===== config.mk =====
export PLATFORM = sky130hd
export DESIGN_NAME = lowside_inrush_and_pwm_control
export DESIGN_NICKNAME = d
export VERILOG_FILES = /design/src/hdl/lowside_ctrl_pkg.sv /design/src/hdl/pwm_if.sv /design/src/hdl/base_tick_gen.sv /design/src/hdl/lowside_inrush_and_pwm_control.sv /design/src/hdl/pwm_unit.sv
export SDC_FILE = /design/constraint.sdc
export NUM_CORES = 2
export LEC_CHECK = 0
export BUFFER_PORTS_ARGS = -buffer_cell sky130_fd_sc_hd__buf_4
export CAP_MARGIN = 25
export CELL_PAD_IN_SITES_DETAIL_PLACEMENT = 1
export CELL_PAD_IN_SITES_GLOBAL_PLACEMENT = 2
export CORE_MARGIN = 4
export CORE_UTILIZATION = 36
export DETAILED_ROUTE_END_ITERATION = 7
export GPL_TIMING_DRIVEN = 0
export PLACE_DENSITY = 0.8
export SLEW_MARGIN = 20
export SYNTH_ARGS = -nofsm -noshare
export SYNTH_HDL_FRONTEND = slang
export SYNTH_SLANG_ARGS = --single-unit

===== constraint.sdc =====
create_clock -name clk -period 19.93 [get_ports clk]
set_input_delay 1.993 -clock clk [delete_from_list [all_inputs] [get_ports clk]]
set_output_delay 1.993 -clock clk [all_outputs]
set_load 0.05 [all_outputs]

===== src/hdl/lowside_ctrl_pkg.sv =====
// constants, field codes and small decoders for the low-side channel controller
// assumes one 20 MHz system clock; the internal base rate is made from it by ticks
package lowside_ctrl_pkg;

    localparam int NUM_CH = 8;
    localparam int CNT_W = 19;

    // clock rates
    localparam int CLK_MHZ = 20;
    localparam int BASE_MHZ = 8;

    // base tick accumulator: inc/mod of CLK_MHZ gives the base rate
    localparam logic [8:0] ACC_MOD = 9'h0c8;
    localparam logic [8:0] INC_NOM = 9'(ACC_MOD * BASE_MHZ / CLK_MHZ);
    localparam logic [8:0] INC_FAST = 9'h05c; // divider shortened by 13 percent
    localparam logic [8:0] INC_SLOW = 9'h044; // divider lengthened by 18 percent

    // trim codes
    localparam logic [1:0] TRIM_NONE = 2'h0;
    localparam logic [1:0] TRIM_MINUS = 2'h1;
    localparam logic [1:0] TRIM_PLUS = 2'h2;

    // channel command sources
    localparam logic [1:0] SRC_SPI = 2'h0;
    localparam logic [1:0] SRC_GEN = 2'h1;
    localparam logic [1:0] SRC_LED = 2'h2;
    localparam logic [1:0] SRC_PIN = 2'h3;

    // pwm period: 255 steps of a prescaled base tick
    localparam logic [7:0] STEP_LAST = 8'hfe;
    localparam logic [7:0] DUTY_FULL = 8'hff;
    localparam logic [7:0] DUTY_ZERO = 8'h00;

    // times in their own units, counts in base ticks
    localparam int WINDOW_MS = 40;
    localparam int RESTART_US = 1000;
    localparam int INIT_US = 1000;
    localparam int WINDOW_TICKS_DEF = WINDOW_MS * 1000 * BASE_MHZ;
    localparam int RESTART_TICKS_DEF = RESTART_US * BASE_MHZ;
    localparam int INIT_TICKS_DEF = INIT_US * BASE_MHZ;
    localparam logic [CNT_W-1:0] CNT_ONE = 19'h00001;

    // accumulator step for a trim code
    function automatic logic [8:0] trim_increment(input logic [1:0] trim);
        case (trim)
            TRIM_MINUS: trim_increment = INC_FAST;
            TRIM_PLUS: trim_increment = INC_SLOW;
            default: trim_increment = INC_NOM;
        endcase
    endfunction

    // last prescaler count for a frequency select: 256, 128, 64, 32 ticks
    function automatic logic [7:0] div_limit(input logic [1:0] sel);
        div_limit = 8'(9'h100 >> sel) - 8'h01;
    endfunction

endpackage


===== src/hdl/pwm_if.sv =====
// bundle between the controller top and one pwm unit
// assumes the top drives the control side from its own ports, except tick, which comes from its trimmed tick generator
`timescale 1ns/1ps
interface pwm_if;
    logic tick;
    logic [1:0] freq_sel;
    logic [7:0] duty_data;
    logic duty_wr;
    logic out;
    logic running;

    modport unit(input tick, input freq_sel, input duty_data, input duty_wr,
                 output out, output running);
    modport ctrl(output tick, output freq_sel, output duty_data, output duty_wr,
                 input out, input running);
endinterface


===== src/hdl/base_tick_gen.sv =====
// fractional tick generator: one-cycle enable pulses at the trimmed base rate
// assumes a 20 MHz clock; trim may change at any time
`timescale 1ns/1ps
module base_tick_gen
    import lowside_ctrl_pkg::*;
(
    // clock and reset
    input wire logic clk,
    input wire logic sys_rst,
    // control
    input wire logic [1:0] trim,
    // tick out
    output logic tick
);
    logic [8:0] acc_r;
    logic [8:0] acc_nxt;

    // phase accumulator, rollover marks a tick; jitter is one clock at most
    assign acc_nxt = acc_r + trim_increment(trim);

    always_ff @(posedge clk or posedge sys_rst) begin
        if (sys_rst) begin
            acc_r <= 9'h000;
            tick <= 1'b0;
        end else if (acc_nxt >= ACC_MOD) begin
            acc_r <= acc_nxt - ACC_MOD;
            tick <= 1'b1;
        end else begin
            acc_r <= acc_nxt;
            tick <= 1'b0;
        end
    end
endmodule // base_tick_gen


===== src/hdl/lowside_inrush_and_pwm_control.sv =====
// per-channel on/off control with overload latching, bulb inrush restart,
// threshold selection, and the two internal pwm generators
// assumes command strobes are one-cycle pulses and all inputs are clk-synchronous;
// overcurrent_event is the comparator against the threshold this block selects
`timescale 1ns/1ps
module lowside_inrush_and_pwm_control
    import lowside_ctrl_pkg::*;
#(
    parameter logic [CNT_W-1:0] WINDOW_TICKS = CNT_W'(WINDOW_TICKS_DEF),
    parameter logic [CNT_W-1:0] RESTART_TICKS = CNT_W'(RESTART_TICKS_DEF),
    parameter logic [CNT_W-1:0] INIT_TICKS = CNT_W'(INIT_TICKS_DEF)
) (
    // clock and reset
    input wire logic clk,
    input wire logic sys_rst,
    // direct channel commands
    input wire logic [7:0] spi_on_cmd,
    // channel source mapping, two bits per channel
    input wire logic [15:0] chan_src_sel,
    input wire logic [7:0] parallel_map_zero,
    input wire logic [7:0] parallel_map_one,
    // parallel pins
    input wire logic parallel_input_zero,
    input wire logic parallel_input_one,
    // inrush mode write
    input wire logic inrush_wr,
    input wire logic [7:0] inrush_wdata,
    // overload flag clear
    input wire logic flag_clr_wr,
    input wire logic [7:0] flag_clr_mask,
    // general pwm unit
    input wire logic general_duty_wr,
    input wire logic [7:0] general_duty_value,
    input wire logic [1:0] general_freq_select,
    // led pwm unit
    input wire logic led_duty_wr,
    input wire logic [7:0] led_duty_value,
    input wire logic [1:0] led_freq_select,
    // shared trim
    input wire logic [1:0] freq_trim_select,
    // power stage sense
    input wire logic [7:0] overcurrent_event,
    input wire logic [7:0] overtemperature_event,
    // channel outputs
    output logic [7:0] channel_drive,
    output logic [7:0] high_threshold_sel,
    // status
    output logic [7:0] overload_latch_flags,
    output logic [7:0] inrush_enable_bit,
    output logic [7:0] inrush_window_run,
    output logic general_pwm_active,
    output logic led_pwm_active
);

    // command source decode; pin zero outranks pin one on a shared channel
    function automatic logic src_cmd(
        input logic [1:0] sel,
        input logic spi_bit,
        input logic gen_out,
        input logic led_out,
        input logic map0,
        input logic map1,
        input logic pin0,
        input logic pin1
    );
        case (sel)
            SRC_SPI: src_cmd = spi_bit;
            SRC_GEN: src_cmd = gen_out;
            SRC_LED: src_cmd = led_out;
            SRC_PIN: src_cmd = map0 ? pin0 : (map1 & pin1);
            default: src_cmd = 1'b0;
        endcase
    endfunction

    logic base_tick;
    logic pwm_tick;

    pwm_if gen_bus();
    pwm_if led_bus();

    // untrimmed base tick times the protection windows
    base_tick_gen u_base_tick (
        .clk(clk),
        .sys_rst(sys_rst),
        .trim(TRIM_NONE),
        .tick(base_tick)
    );

    // trimmed tick is shared by both pwm prescalers
    base_tick_gen u_pwm_tick (
        .clk(clk),
        .sys_rst(sys_rst),
        .trim(freq_trim_select),
        .tick(pwm_tick)
    );

    // general unit bundle
    assign gen_bus.tick = pwm_tick;
    assign gen_bus.freq_sel = general_freq_select;
    assign gen_bus.duty_data = general_duty_value;
    assign gen_bus.duty_wr = general_duty_wr;

    // led unit bundle, same base, own prescaler
    assign led_bus.tick = pwm_tick;
    assign led_bus.freq_sel = led_freq_select;
    assign led_bus.duty_data = led_duty_value;
    assign led_bus.duty_wr = led_duty_wr;

    // two independent generators on the one base
    pwm_unit u_general_pwm_unit (
        .clk(clk),
        .sys_rst(sys_rst),
        .p(gen_bus.unit)
    );

    pwm_unit u_led_pwm_unit (
        .clk(clk),
        .sys_rst(sys_rst),
        .p(led_bus.unit)
    );

    assign general_pwm_active = gen_bus.running;
    assign led_pwm_active = led_bus.running;

    for (genvar i = 0; i < NUM_CH; i++) begin : g_ch
        logic cmd;
        logic oc;
        logic ot;
        logic inrush_trip;
        logic clr_req;
        logic clr_ok;
        logic win_end;
        logic restarting;
        logic drive_nxt;
        logic switch_on;
        logic drive_r;
        logic flag_r;
        logic inrush_r;
        logic ot_hold_r;
        logic oc_hold_r;
        logic win_run_r;
        logic thr_high_r;
        logic [CNT_W-1:0] rst_cnt_r;
        logic [CNT_W-1:0] win_cnt_r;
        logic [CNT_W-1:0] init_cnt_r;

        // channel command from any mapped source
        assign cmd = src_cmd(chan_src_sel[2*i +: 2], spi_on_cmd[i], gen_bus.out,
                             led_bus.out, parallel_map_zero[i], parallel_map_one[i],
                             parallel_input_zero, parallel_input_one);

        // sense is only meaningful while driven; overcurrent wins a tie
        assign oc = overcurrent_event[i] && drive_r;
        assign ot = overtemperature_event[i] && drive_r && !oc;
        assign inrush_trip = oc && inrush_r;
        assign clr_req = flag_clr_wr && flag_clr_mask[i];
        assign clr_ok = clr_req && !win_run_r;
        assign win_end = win_run_r && base_tick && (win_cnt_r == WINDOW_TICKS - CNT_ONE);
        assign restarting = (rst_cnt_r != '0);

        // comparator trip cuts drive on the next edge, no filter in the path
        assign drive_nxt = cmd && !oc && !ot && !ot_hold_r && !oc_hold_r
                           && !restarting;
        assign switch_on = drive_nxt && !drive_r;

        always_ff @(posedge clk or posedge sys_rst) begin
            if (sys_rst) begin
                drive_r <= 1'b0;
            end else begin
                drive_r <= drive_nxt;
            end
        end

        // sticky flag; a new event in the clear cycle keeps it set
        always_ff @(posedge clk or posedge sys_rst) begin
            if (sys_rst) begin
                flag_r <= 1'b0;
            end else if (oc || ot) begin
                flag_r <= 1'b1;
            end else if (clr_ok) begin
                flag_r <= 1'b0;
            end
        end

        // permanent overcurrent latch only outside inrush mode
        always_ff @(posedge clk or posedge sys_rst) begin
            if (sys_rst) begin
                oc_hold_r <= 1'b0;
            end else if (oc && !inrush_r) begin
                oc_hold_r <= 1'b1;
            end else if (clr_ok) begin
                oc_hold_r <= 1'b0;
            end
        end

        // overtemperature latch holds in every mode until the flag clears
        always_ff @(posedge clk or posedge sys_rst) begin
            if (sys_rst) begin
                ot_hold_r <= 1'b0;
            end else if (ot) begin
                ot_hold_r <= 1'b1;
            end else if (clr_ok) begin
                ot_hold_r <= 1'b0;
            end
        end

        // inrush bit: software loads it, window end drops it, user off leaves it
        always_ff @(posedge clk or posedge sys_rst) begin
            if (sys_rst) begin
                inrush_r <= 1'b0;
            end else if (win_end) begin
                inrush_r <= 1'b0;
            end else if (inrush_wr) begin
                inrush_r <= inrush_wdata[i];
            end
        end

        // window arms on the first inrush trip and is not re-armed by later ones
        always_ff @(posedge clk or posedge sys_rst) begin
            if (sys_rst) begin
                win_run_r <= 1'b0;
                win_cnt_r <= '0;
            end else if (win_end || !inrush_r) begin
                win_run_r <= 1'b0;
                win_cnt_r <= '0;
            end else if (inrush_trip && !win_run_r) begin
                win_run_r <= 1'b1;
                win_cnt_r <= '0;
            end else if (win_run_r && base_tick) begin
                win_cnt_r <= win_cnt_r + CNT_ONE;
            end
        end

        // restart timer; drive returns on its own when it runs out
        always_ff @(posedge clk or posedge sys_rst) begin
            if (sys_rst) begin
                rst_cnt_r <= '0;
            end else if (inrush_trip) begin
                rst_cnt_r <= RESTART_TICKS;
            end else if (restarting && base_tick) begin
                rst_cnt_r <= rst_cnt_r - CNT_ONE;
            end
        end

        // initial high-threshold period; restarts inside the running inrush window do not re-open it
        always_ff @(posedge clk or posedge sys_rst) begin
            if (sys_rst) begin
                thr_high_r <= 1'b0;
                init_cnt_r <= '0;
            end else if (switch_on && !(inrush_r && win_run_r)) begin
                thr_high_r <= 1'b1;
                init_cnt_r <= '0;
            end else if (thr_high_r && base_tick) begin
                if (init_cnt_r == INIT_TICKS - CNT_ONE) begin
                    thr_high_r <= 1'b0;
                end else begin
                    init_cnt_r <= init_cnt_r + CNT_ONE;
                end
            end
        end

        // outputs straight from the channel flops
        assign channel_drive[i] = drive_r;
        assign overload_latch_flags[i] = flag_r;
        assign inrush_enable_bit[i] = inrush_r;
        assign inrush_window_run[i] = win_run_r;
        assign high_threshold_sel[i] = thr_high_r;

    end
endmodule // lowside_inrush_and_pwm_control


===== src/hdl/pwm_unit.sv =====
// one pwm generator: prescaler, 255-step period, double-buffered duty
// assumes tick is a one-cycle enable at the trimmed base rate
`timescale 1ns/1ps
module pwm_unit
    import lowside_ctrl_pkg::*;
(
    // clock and reset
    input wire logic clk,
    input wire logic sys_rst,
    // control and output bundle
    pwm_if.unit p
);
    logic [7:0] presc_r;
    logic [7:0] step_r;
    logic [7:0] cur_r;
    logic [7:0] pend_r;
    logic pend_v_r;
    logic run_r;
    logic out_r;
    logic presc_wrap;
    logic period_end;

    assign presc_wrap = run_r && p.tick && (presc_r == div_limit(p.freq_sel));
    assign period_end = presc_wrap && (step_r == STEP_LAST);
    assign p.out = out_r;
    assign p.running = run_r;

    // first duty write starts the unit, later writes never restart the period
    always_ff @(posedge clk or posedge sys_rst) begin
        if (sys_rst) begin
            run_r <= 1'b0;
            presc_r <= 8'h00;
            step_r <= 8'h00;
        end else if (p.duty_wr && !run_r) begin
            run_r <= 1'b1;
            presc_r <= 8'h00;
            step_r <= 8'h00;
        end else if (run_r && p.tick) begin
            presc_r <= presc_wrap ? 8'h00 : presc_r + 8'h01;
            if (presc_wrap) begin
                step_r <= (step_r == STEP_LAST) ? 8'h00 : step_r + 8'h01;
            end
        end
    end

    // duty shadow: taken at period end, or at once from 0%
    always_ff @(posedge clk or posedge sys_rst) begin
        if (sys_rst) begin
            cur_r <= DUTY_ZERO;
            pend_r <= DUTY_ZERO;
            pend_v_r <= 1'b0;
        end else if (p.duty_wr && (!run_r || cur_r == DUTY_ZERO)) begin
            cur_r <= p.duty_data;
            pend_v_r <= 1'b0;
        end else if (p.duty_wr) begin
            pend_r <= p.duty_data;
            pend_v_r <= 1'b1;
        end else if (period_end && pend_v_r) begin
            cur_r <= pend_r;
            pend_v_r <= 1'b0;
        end
    end

    // comparator; all ones bypasses the compare so the output never dips
    always_ff @(posedge clk or posedge sys_rst) begin
        if (sys_rst) begin
            out_r <= 1'b0;
        end else begin
            out_r <= run_r && ((cur_r == DUTY_FULL) || (step_r < cur_r));
        end
    end
endmodule // pwm_unit


Word-level counts from Yosys, hierarchy flattened
Cells that the tools add are included.
{"block": "word_totals", "regBits": 602, "inputBits": 102, "output_inout_bits": 42, "wordCells": 793}
{"block": "classes", "add_sub_neg": 34, "n_lt_le_gt_ge": 4, "eq_ne": 58, "shift": 2, "n_mux": 199, "n_bitwise": 10, "reduce_logical": 388}
{"op": "$mux 19", "count": 64}
{"op": "$add 19x1->19 const B", "count": 16}
{"op": "$logic_and 1x1->1", "count": 174}
{"op": "$mux 8", "count": 20}
{"op": "$eq 19x13->1 const B", "count": 8}
{"op": "$eq 19x19->1 const B", "count": 8}
{"op": "$reduce_bool 19->1", "count": 8}
{"op": "$sub 19x1->19 const B", "count": 8}
{"op": "$reduce_bool 2->1", "count": 70}
{"op": "$mux 1", "count": 104}
{"op": "$logic_not 1->1", "count": 74}
{"op": "$reduce_and 2->1", "count": 22}
{"op": "$eq 2x2->1 const B", "count": 17}
{"op": "$add 8x1->8 const B", "count": 4}
{"op": "$eq 8x8->1 const B", "count": 4}
{"op": "$pmux 1 s4", "count": 8}
{"op": "$reduce_bool 3->1", "count": 10}
{"op": "$logic_or 1x1->1", "count": 20}
{"op": "$eq 2x1->1 const B", "count": 9}
{"op": "$ge 9x8->1 const B", "count": 2}
{"op": "$mux 9", "count": 2}
{"op": "$shr 9x2->8 const A", "count": 2}
{"op": "$sub 9x8->9 const B", "count": 2}
{"op": "$eq 8x8->1", "count": 2}
{"op": "11 further kinds", "count": 37}

Logic depth before layout (Yosys ltp)
{"block": "depth", "ltp_word": 12, "mapped_depth": 12, "mapped_depth_nobuf": 12}

Cells and area by module
Synthesis repeated with hierarchy kept, for this count alone.
{"block": "unflattened", "cells_unflattened": 3385, "area_unflattened_um2": 31950.6}
{"module": "lowside_inrush_and_pwm_control", "instances": 1, "cells_per_inst": 2857, "area_each_um2": 26703.1, "seq_area_each_um2": 12812.3}
{"module": "pwm_unit", "instances": 2, "cells_per_inst": 195, "area_each_um2": 1971.9, "seq_area_each_um2": 875.8}
{"module": "base_tick_gen", "instances": 2, "cells_per_inst": 69, "area_each_um2": 651.9, "seq_area_each_um2": 200.2}

Least setup slack after synthesis
OpenSTA, ideal clock, no wires.
{"block": "synth_timing", "path_type": "input to register", "start": "in freq_trim_select[0]", "end": "reg u_pwm_tick.acc_r[5]", "setup_ns": 0.124, "arrival_ns": 4.324, "path_slack_ns": 15.482, "cell_stages": 11, "path_buffers": 0, "cell_sequence": "inv_1 > ha_1 > inv_1 > ha_1 > fa_1 > xnor2_1 > ha_1 > o21ai_0 > a31o_2 > a21o_1 > a211o_1"}
{"block": "synth_between", "elab_chain_cells": 5, "elab_cells_between_ends": 7, "cone_classes": "2 x add/sub; 1 x order compare; 2 x eq/ne; 2 x mux"}
{"item": "start: declaration", "line": "lowside_inrush_and_pwm_control.sv:40", "source": "input wire logic [1:0] freq_trim_select,"}
{"item": "$eq 2x2->1 or $eq 2x1->1 (tied branches)", "line": "lowside_ctrl_pkg.sv:45", "source": "case (trim)"}
{"item": "$pmux 5 s2 (*)", "line": "lowside_ctrl_pkg.sv:45"}
{"item": "$add 9x7->9 (*)", "line": "base_tick_gen.sv:19", "source": "assign acc_nxt = acc_r + trim_increment(trim);"}
{"item": "$sub 9x8->9 or $ge 9x8->1 (tied branches)", "line": "base_tick_gen.sv:26, base_tick_gen.sv:25"}
{"item": "$mux 9 (*)", "line": "base_tick_gen.sv:25", "source": "end else if (acc_nxt >= ACC_MOD) begin"}
{"item": "end signal: assignment", "line": "base_tick_gen.sv:26", "source": "acc_r <= acc_nxt - ACC_MOD;"}
{"item": "end signal: assignment", "line": "base_tick_gen.sv:29", "source": "acc_r <= acc_nxt;"}
{"item": "end: declaration", "line": "base_tick_gen.sv:15", "source": "logic [8:0] acc_r;"}
Every way passes the cells marked *; elsewhere a longest branch is shown, timed or not.
A chain may end at the register's enable or synchronous reset.

Worst setup path after layout
Same ends and word-level chain as after synthesis.

==> flow_results.xml <==
<?xml version="1.0" encoding="UTF-8"?>
<metrics>
  <group name="place">
    <metric name="dp_cells" unit="">4468</metric>
    <metric name="port_buffers" unit="">138</metric>
    <metric name="dpl_cell_area" unit="mm²">0.0334</metric>
    <metric name="place.detailed.hpwl" unit="µm">53600</metric>
    <metric name="gpl.final_weighted_congestion" unit="">0.758</metric>
  </group>
  <group name="detailed_routing">
    <metric name="wl_met2" unit="µm">35000</metric>
    <metric name="routed_wirelength" unit="µm">77600</metric>
    <metric name="dr_total_vias" unit="">23500</metric>
    <metric name="met3RoutedLength" unit="µm">2900</metric>
    <metric name="final_antenna_net_count" unit="">0</metric>
    <metric name="wl_met1" unit="µm">37800</metric>
    <metric name="drc" unit="">0</metric>
    <metric name="routed.top_layer" unit="">met4</metric>
    <metric name="routed_wire_length_per_instance" unit="µm">16.9</metric>
    <metric name="drtIter0Drc" unit="">1055</metric>
    <metric name="drt_first_pass_iters" unit="">5</metric>
    <metric name="vias_per_cell" unit="">5.11</metric>
  </group>
  <group name="critical_path">
    <metric name="setup.worst_path.end_class" unit="">register</metric>
    <metric name="cpMostUsedCell" unit="">sky130_fd_sc_hd__ha_1</metric>
    <metric name="cpPeakStageDelay" unit="ps">400</metric>
    <metric name="timing.critical_path.required" unit="ps">20400</metric>
    <metric name="critPathLaunch" unit="">freq_trim_select[0]</metric>
    <metric name="critPathTopFamily" unit="">adder cells</metric>
    <metric name="data_arrival_time_at_the_worst_slack_endpoint" unit="ps">4730</metric>
    <metric name="timing.critical_path.cells" unit="">buf_4 &gt; inv_1 &gt; ha_1 &gt; inv_1 &gt; ha_1 &gt; fa_1 &gt; xnor2_1 &gt; ha_1 &gt; o21ai_0 &gt; a31o_2 &gt; a21o_1 &gt; a211o_1</metric>
    <metric name="setup_cp_type" unit="">input port to register</metric>
    <metric name="timing.critical_path.from_type" unit="">input port</metric>
    <metric name="critical-path-slowest-cell" unit="">sky130_fd_sc_hd__fa_1</metric>
    <metric name="critical_path.reg2reg.startpoint" unit="">u_base_tick.tick$_DFF_PP0_</metric>
    <metric name="timing.critical_path.fanout_max" unit="">5</metric>
    <metric name="worst-path-buf-inv" unit="">3</metric>
  </group>
  <group name="cells_and_area">
    <metric name="nets" unit="">3566</metric>
    <metric name="layout.cells.non_filler" unit="">4601</metric>
    <metric name="syn2layout_area_growth" unit="%">17.2</metric>
    <metric name="final_layout_size_suffix_gt1_share" unit="%">11.8</metric>
    <metric name="post-route-cell-area" unit="mm²">0.0360</metric>
    <metric name="utilization" unit="%">42.8</metric>
  </group>
  <group name="global_routing">
    <metric name="globalRouteOverflowTotal" unit="">0</metric>
    <metric name="grt_first_pass_wirelength" unit="µm">130000</metric>
    <metric name="grt_use_total" unit="%">17.5</metric>
    <metric name="grt_pass1_vias" unit="">24700</metric>
    <metric name="number_of_antenna_violations_at_the_first_check_in_global_routing" unit="">2</metric>
    <metric name="grt_max_degree" unit="">100</metric>
  </group>
  <group name="timing">
    <metric name="slew_viol_final" unit="">0</metric>
    <metric name="max_slew_margin" unit="%">33.6</metric>
    <metric name="timing.clock.skew" unit="ps">29.4</metric>
    <metric name="finalCriticalPeriod" unit="ps">4250</metric>
    <metric name="number_of_failing_setup_endpoints_in_the_final_timing_report" unit="">0</metric>
    <metric name="timing_hold_violations_final" unit="">0</metric>
    <metric name="max_freq" unit="GHz">0.235</metric>
    <metric name="final_min_period_over_clock_period" unit="%">21.3</metric>
    <metric name="grt_setup_unrepaired" unit="">false</metric>
    <metric name="worst-slew-pin-transition" unit="ps">990</metric>
  </group>
  <group name="synthesis">
    <metric name="post_synth_inst_count" unit="">3187</metric>
    <metric name="number_of_warnings_printed_during_yosys_synthesis" unit="">0</metric>
    <metric name="synth.area.top_cells" unit="">sky130_fd_sc_hd__dfrtp_1, sky130_fd_sc_hd__xor2_1, sky130_fd_sc_hd__nor2_1, sky130_fd_sc_hd__xnor2_1, sky130_fd_sc_hd__nand2_1</metric>
    <metric name="synthDominantCellAreaShare" unit="%">48.7</metric>
    <metric name="ys_ff_latch" unit="">597</metric>
    <metric name="postSynthNetCount" unit="">3344</metric>
    <metric name="synth_sequential_area_ratio" unit="%">48.7</metric>
    <metric name="unique_masters_post_synth" unit="">84</metric>
    <metric name="synth_area" unit="mm²">0.0307</metric>
    <metric name="synthArstFlopShare" unit="%">100</metric>
    <metric name="synth_edf_count" unit="">0</metric>
    <metric name="synth-main-ff-cell" unit="">sky130_fd_sc_hd__dfrtp_1</metric>
    <metric name="post_synth.cell_area_avg" unit="µm²">9.63</metric>
    <metric name="synth_area_leader_cell" unit="">sky130_fd_sc_hd__dfrtp_1</metric>
  </group>
  <group name="clock_network">
    <metric name="clock_sink_count" unit="">597</metric>
    <metric name="clkTransAtPathRegs" unit="ps">60</metric>
    <metric name="cts.hold.buffers_added" unit="">0</metric>
    <metric name="cts_tree" unit="">yes</metric>
    <metric name="cells_resized_by_post_cts_repair" unit="">0</metric>
    <metric name="worstSkewPairLatency" unit="ps">610</metric>
    <metric name="max-clock-path-buffers" unit="">3</metric>
    <metric name="cts_root_buffer" unit="">sky130_fd_sc_hd__clkbuf_16</metric>
    <metric name="post_cts.repair.setup_buffers" unit="">0</metric>
    <metric name="cts-buffers-inserted" unit="">73</metric>
    <metric name="clock_tree.htree_level_count" unit="">3</metric>
  </group>
  <group name="floorplan">
    <metric name="std_cell_rows" unit="">106</metric>
    <metric name="core_area" unit="mm²">0.0841</metric>
    <metric name="boundaryPins" unit="">144</metric>
    <metric name="starting_density" unit="%">36.5</metric>
    <metric name="die-area" unit="mm²">0.0900</metric>
    <metric name="die_h" unit="µm">300</metric>
    <metric name="die_w" unit="µm">300</metric>
  </group>
  <group name="job">
    <metric name="drv_cap" unit="">0</metric>
  </group>
  <group name="power">
    <metric name="p_per_area" unit="mW/mm²">81.5</metric>
    <metric name="power_leakage" unit="nW">15.0</metric>
    <metric name="fin_total_pwr" unit="W">0.00293</metric>
    <metric name="ir_worst_vdd" unit="mV">0.0567</metric>
  </group>
  <group name="min_path">
    <metric name="holdCritStartpoint" unit="">g_ch[1].oc_hold_r$_DFFE_PP0P_</metric>
    <metric name="min_delay_path_class" unit="">register to register</metric>
  </group>
  <group name="status">
    <metric name="outcome" unit="">finished, final reports clean</metric>
  </group>
</metrics>
==> tightest hold or removal path, cell delays in order (launching register included) <==
cell	delay, ps
sky130_fd_sc_hd__dfrtp_1	340
sky130_fd_sc_hd__nand2_1	40
sky130_fd_sc_hd__o21ai_0	60
==> report_power, final <==
| group | internal (W) | total (W) | leakage (nW) | switching [W] |
|---|---|---|---|---|
| sequential | 0.00125 | 0.00128 | 7.12 | 0.0000308 |
| clock | 0.000881 | 0.00141 | 1.27 | 0.000530 |
| combinational | 0.0000988 | 0.000245 | 6.57 | 0.000146 |
==> state kept, by name, summed over array words and instances (netlist names), 7 cells and up <==
register                    flops
u_general_pwm_unit.cur_r        8
g_ch.drive_r                    8
u_led_pwm_unit.pend_r           8
g_ch.flag_r                     8
u_led_pwm_unit.presc_r          8
u_led_pwm_unit.step_r           8
u_led_pwm_unit.cur_r            8
g_ch.oc_hold_r                  8
g_ch.win_run_r                  8
g_ch.inrush_r                   8
g_ch.rst_cnt_r                152
g_ch.thr_high_r                 8
u_general_pwm_unit.presc_r      8
u_general_pwm_unit.pend_r       8
g_ch.init_cnt_r               152
g_ch.ot_hold_r                  8
g_ch.win_cnt_r                152
u_pwm_tick.acc_r                7
u_general_pwm_unit.step_r       8
==> cells in the final DEF (no fill, tap or decap), types with 73 or more instances in the layout <==
| cell | synthesis | layout |
|---|---|---|
| sky130_fd_sc_hd__a21oi_1 | 85 | 85 |
| sky130_fd_sc_hd__and3_1 | 87 | 87 |
| sky130_fd_sc_hd__buf_4 | 46 | 184 |
| sky130_fd_sc_hd__clkbuf_16 | 0 | 77 |
| sky130_fd_sc_hd__dfrtp_1 | 597 | 597 |
| sky130_fd_sc_hd__inv_1 | 80 | 79 |
| sky130_fd_sc_hd__nand2_1 | 284 | 284 |
| sky130_fd_sc_hd__nand3_1 | 167 | 167 |
| sky130_fd_sc_hd__nand4_1 | 83 | 83 |
| sky130_fd_sc_hd__nor2_1 | 513 | 513 |
| sky130_fd_sc_hd__nor3_1 | 78 | 78 |
| sky130_fd_sc_hd__o21ai_0 | 73 | 73 |
| sky130_fd_sc_hd__xnor2_1 | 181 | 181 |
| sky130_fd_sc_hd__xor2_1 | 232 | 232 |
==> Yosys cell counts, types with 10 or more instances <==
master / number
sky130_fd_sc_hd__nor4b_1: 16
sky130_fd_sc_hd__and2_1: 26
sky130_fd_sc_hd__a21o_1: 15
sky130_fd_sc_hd__mux2_2: 21
sky130_fd_sc_hd__nor2_1: 513
sky130_fd_sc_hd__or4_1: 25
sky130_fd_sc_hd__mux2i_1: 52
sky130_fd_sc_hd__o31ai_1: 16
sky130_fd_sc_hd__o21ai_0: 73
sky130_fd_sc_hd__a211oi_1: 18
sky130_fd_sc_hd__nand4b_1: 12
sky130_fd_sc_hd__a31oi_1: 11
sky130_fd_sc_hd__and3_1: 87
sky130_fd_sc_hd__nand3b_1: 20
sky130_fd_sc_hd__xnor2_1: 181
sky130_fd_sc_hd__clkbuf_1: 59
sky130_fd_sc_hd__nor3b_1: 10
sky130_fd_sc_hd__a21oi_1: 85
sky130_fd_sc_hd__xor2_1: 232
sky130_fd_sc_hd__or2_2: 19
sky130_fd_sc_hd__or3_1: 48
sky130_fd_sc_hd__nor3_1: 78
sky130_fd_sc_hd__ha_1: 54
sky130_fd_sc_hd__inv_1: 80
sky130_fd_sc_hd__dfrtp_1: 597
sky130_fd_sc_hd__nand2b_1: 29
sky130_fd_sc_hd__nand3_1: 167
sky130_fd_sc_hd__nand2_1: 284
sky130_fd_sc_hd__nand4_1: 83
sky130_fd_sc_hd__nor2b_1: 19
sky130_fd_sc_hd__and4_1: 19
sky130_fd_sc_hd__o211ai_1: 13
sky130_fd_sc_hd__nor4_1: 50
sky130_fd_sc_hd__buf_2: 17
sky130_fd_sc_hd__buf_4: 46
==> logic make-up (layout without fill, tap and decap cells) <==
group | after synthesis | in the layout | synth area share [%]
AO/OA/AOI/OAI | 309 | 309 | 6.75
XOR/XNOR | 413 | 413 | 11.8
adder cells (fa/ha/maj) | 55 | 55 | 2.27
buffers and inverters | 210 | 488 | 3.20
flip-flops | 597 | 597 | 48.7
multiplexers | 74 | 74 | 2.54
other | 0 | 2 | 0
AND/OR/NAND/NOR | 1529 | 1529 | 24.8
==> metal layers <==
layer,vias to the layer above,track usage (%)
met5,-,0
met4,0,4.58
met3,91,2.61
met2,270,28.1
met1,11700,24.8
li1,11400,-
==> layout make-up <==
class                      instances  area [µm²]
antenna                            2        5.00
buffer                           130         689
clock buffer                     108        2240
clock inverter                    23         328
fill                            9639       48100
inverter                          80         308
multi-input combinational       2380       14800
sequential                       597       14900
tap                             1134        1420
timing repair buffer             147        1270
==> path summary, 6_finish.rpt <==
check,cells after the start,to,slack (ps)
worst max-delay path,12,u_pwm_tick.acc_r[5]$_DFF_PP0_,15680
worst min-delay path,2,g_ch[1].oc_hold_r$_DFFE_PP0P_,480
worst max register to register,8,g_ch[2].win_cnt_r[2]$_DFFE_PP0P_,15750
worst min register to register,2,g_ch[1].oc_hold_r$_DFFE_PP0P_,480
max in group asynchronous,6,g_ch[0].win_cnt_r[11]$_DFFE_PP0P_,16310
min in group asynchronous,2,u_general_pwm_unit.pend_r[2]$_DFFE_PP0P_,1430
==> stage by stage <==
stage               setup WS (ps)  hold WS, ps   TNS, ps
floorplan                    1230          447         0
global placement            -6640          462  -3898870
detailed placement          15090          472         0
CTS                         15540          486         0
global route                15470          514         0
finish                      15680          479         0
(Power assumes the default switching activity.)
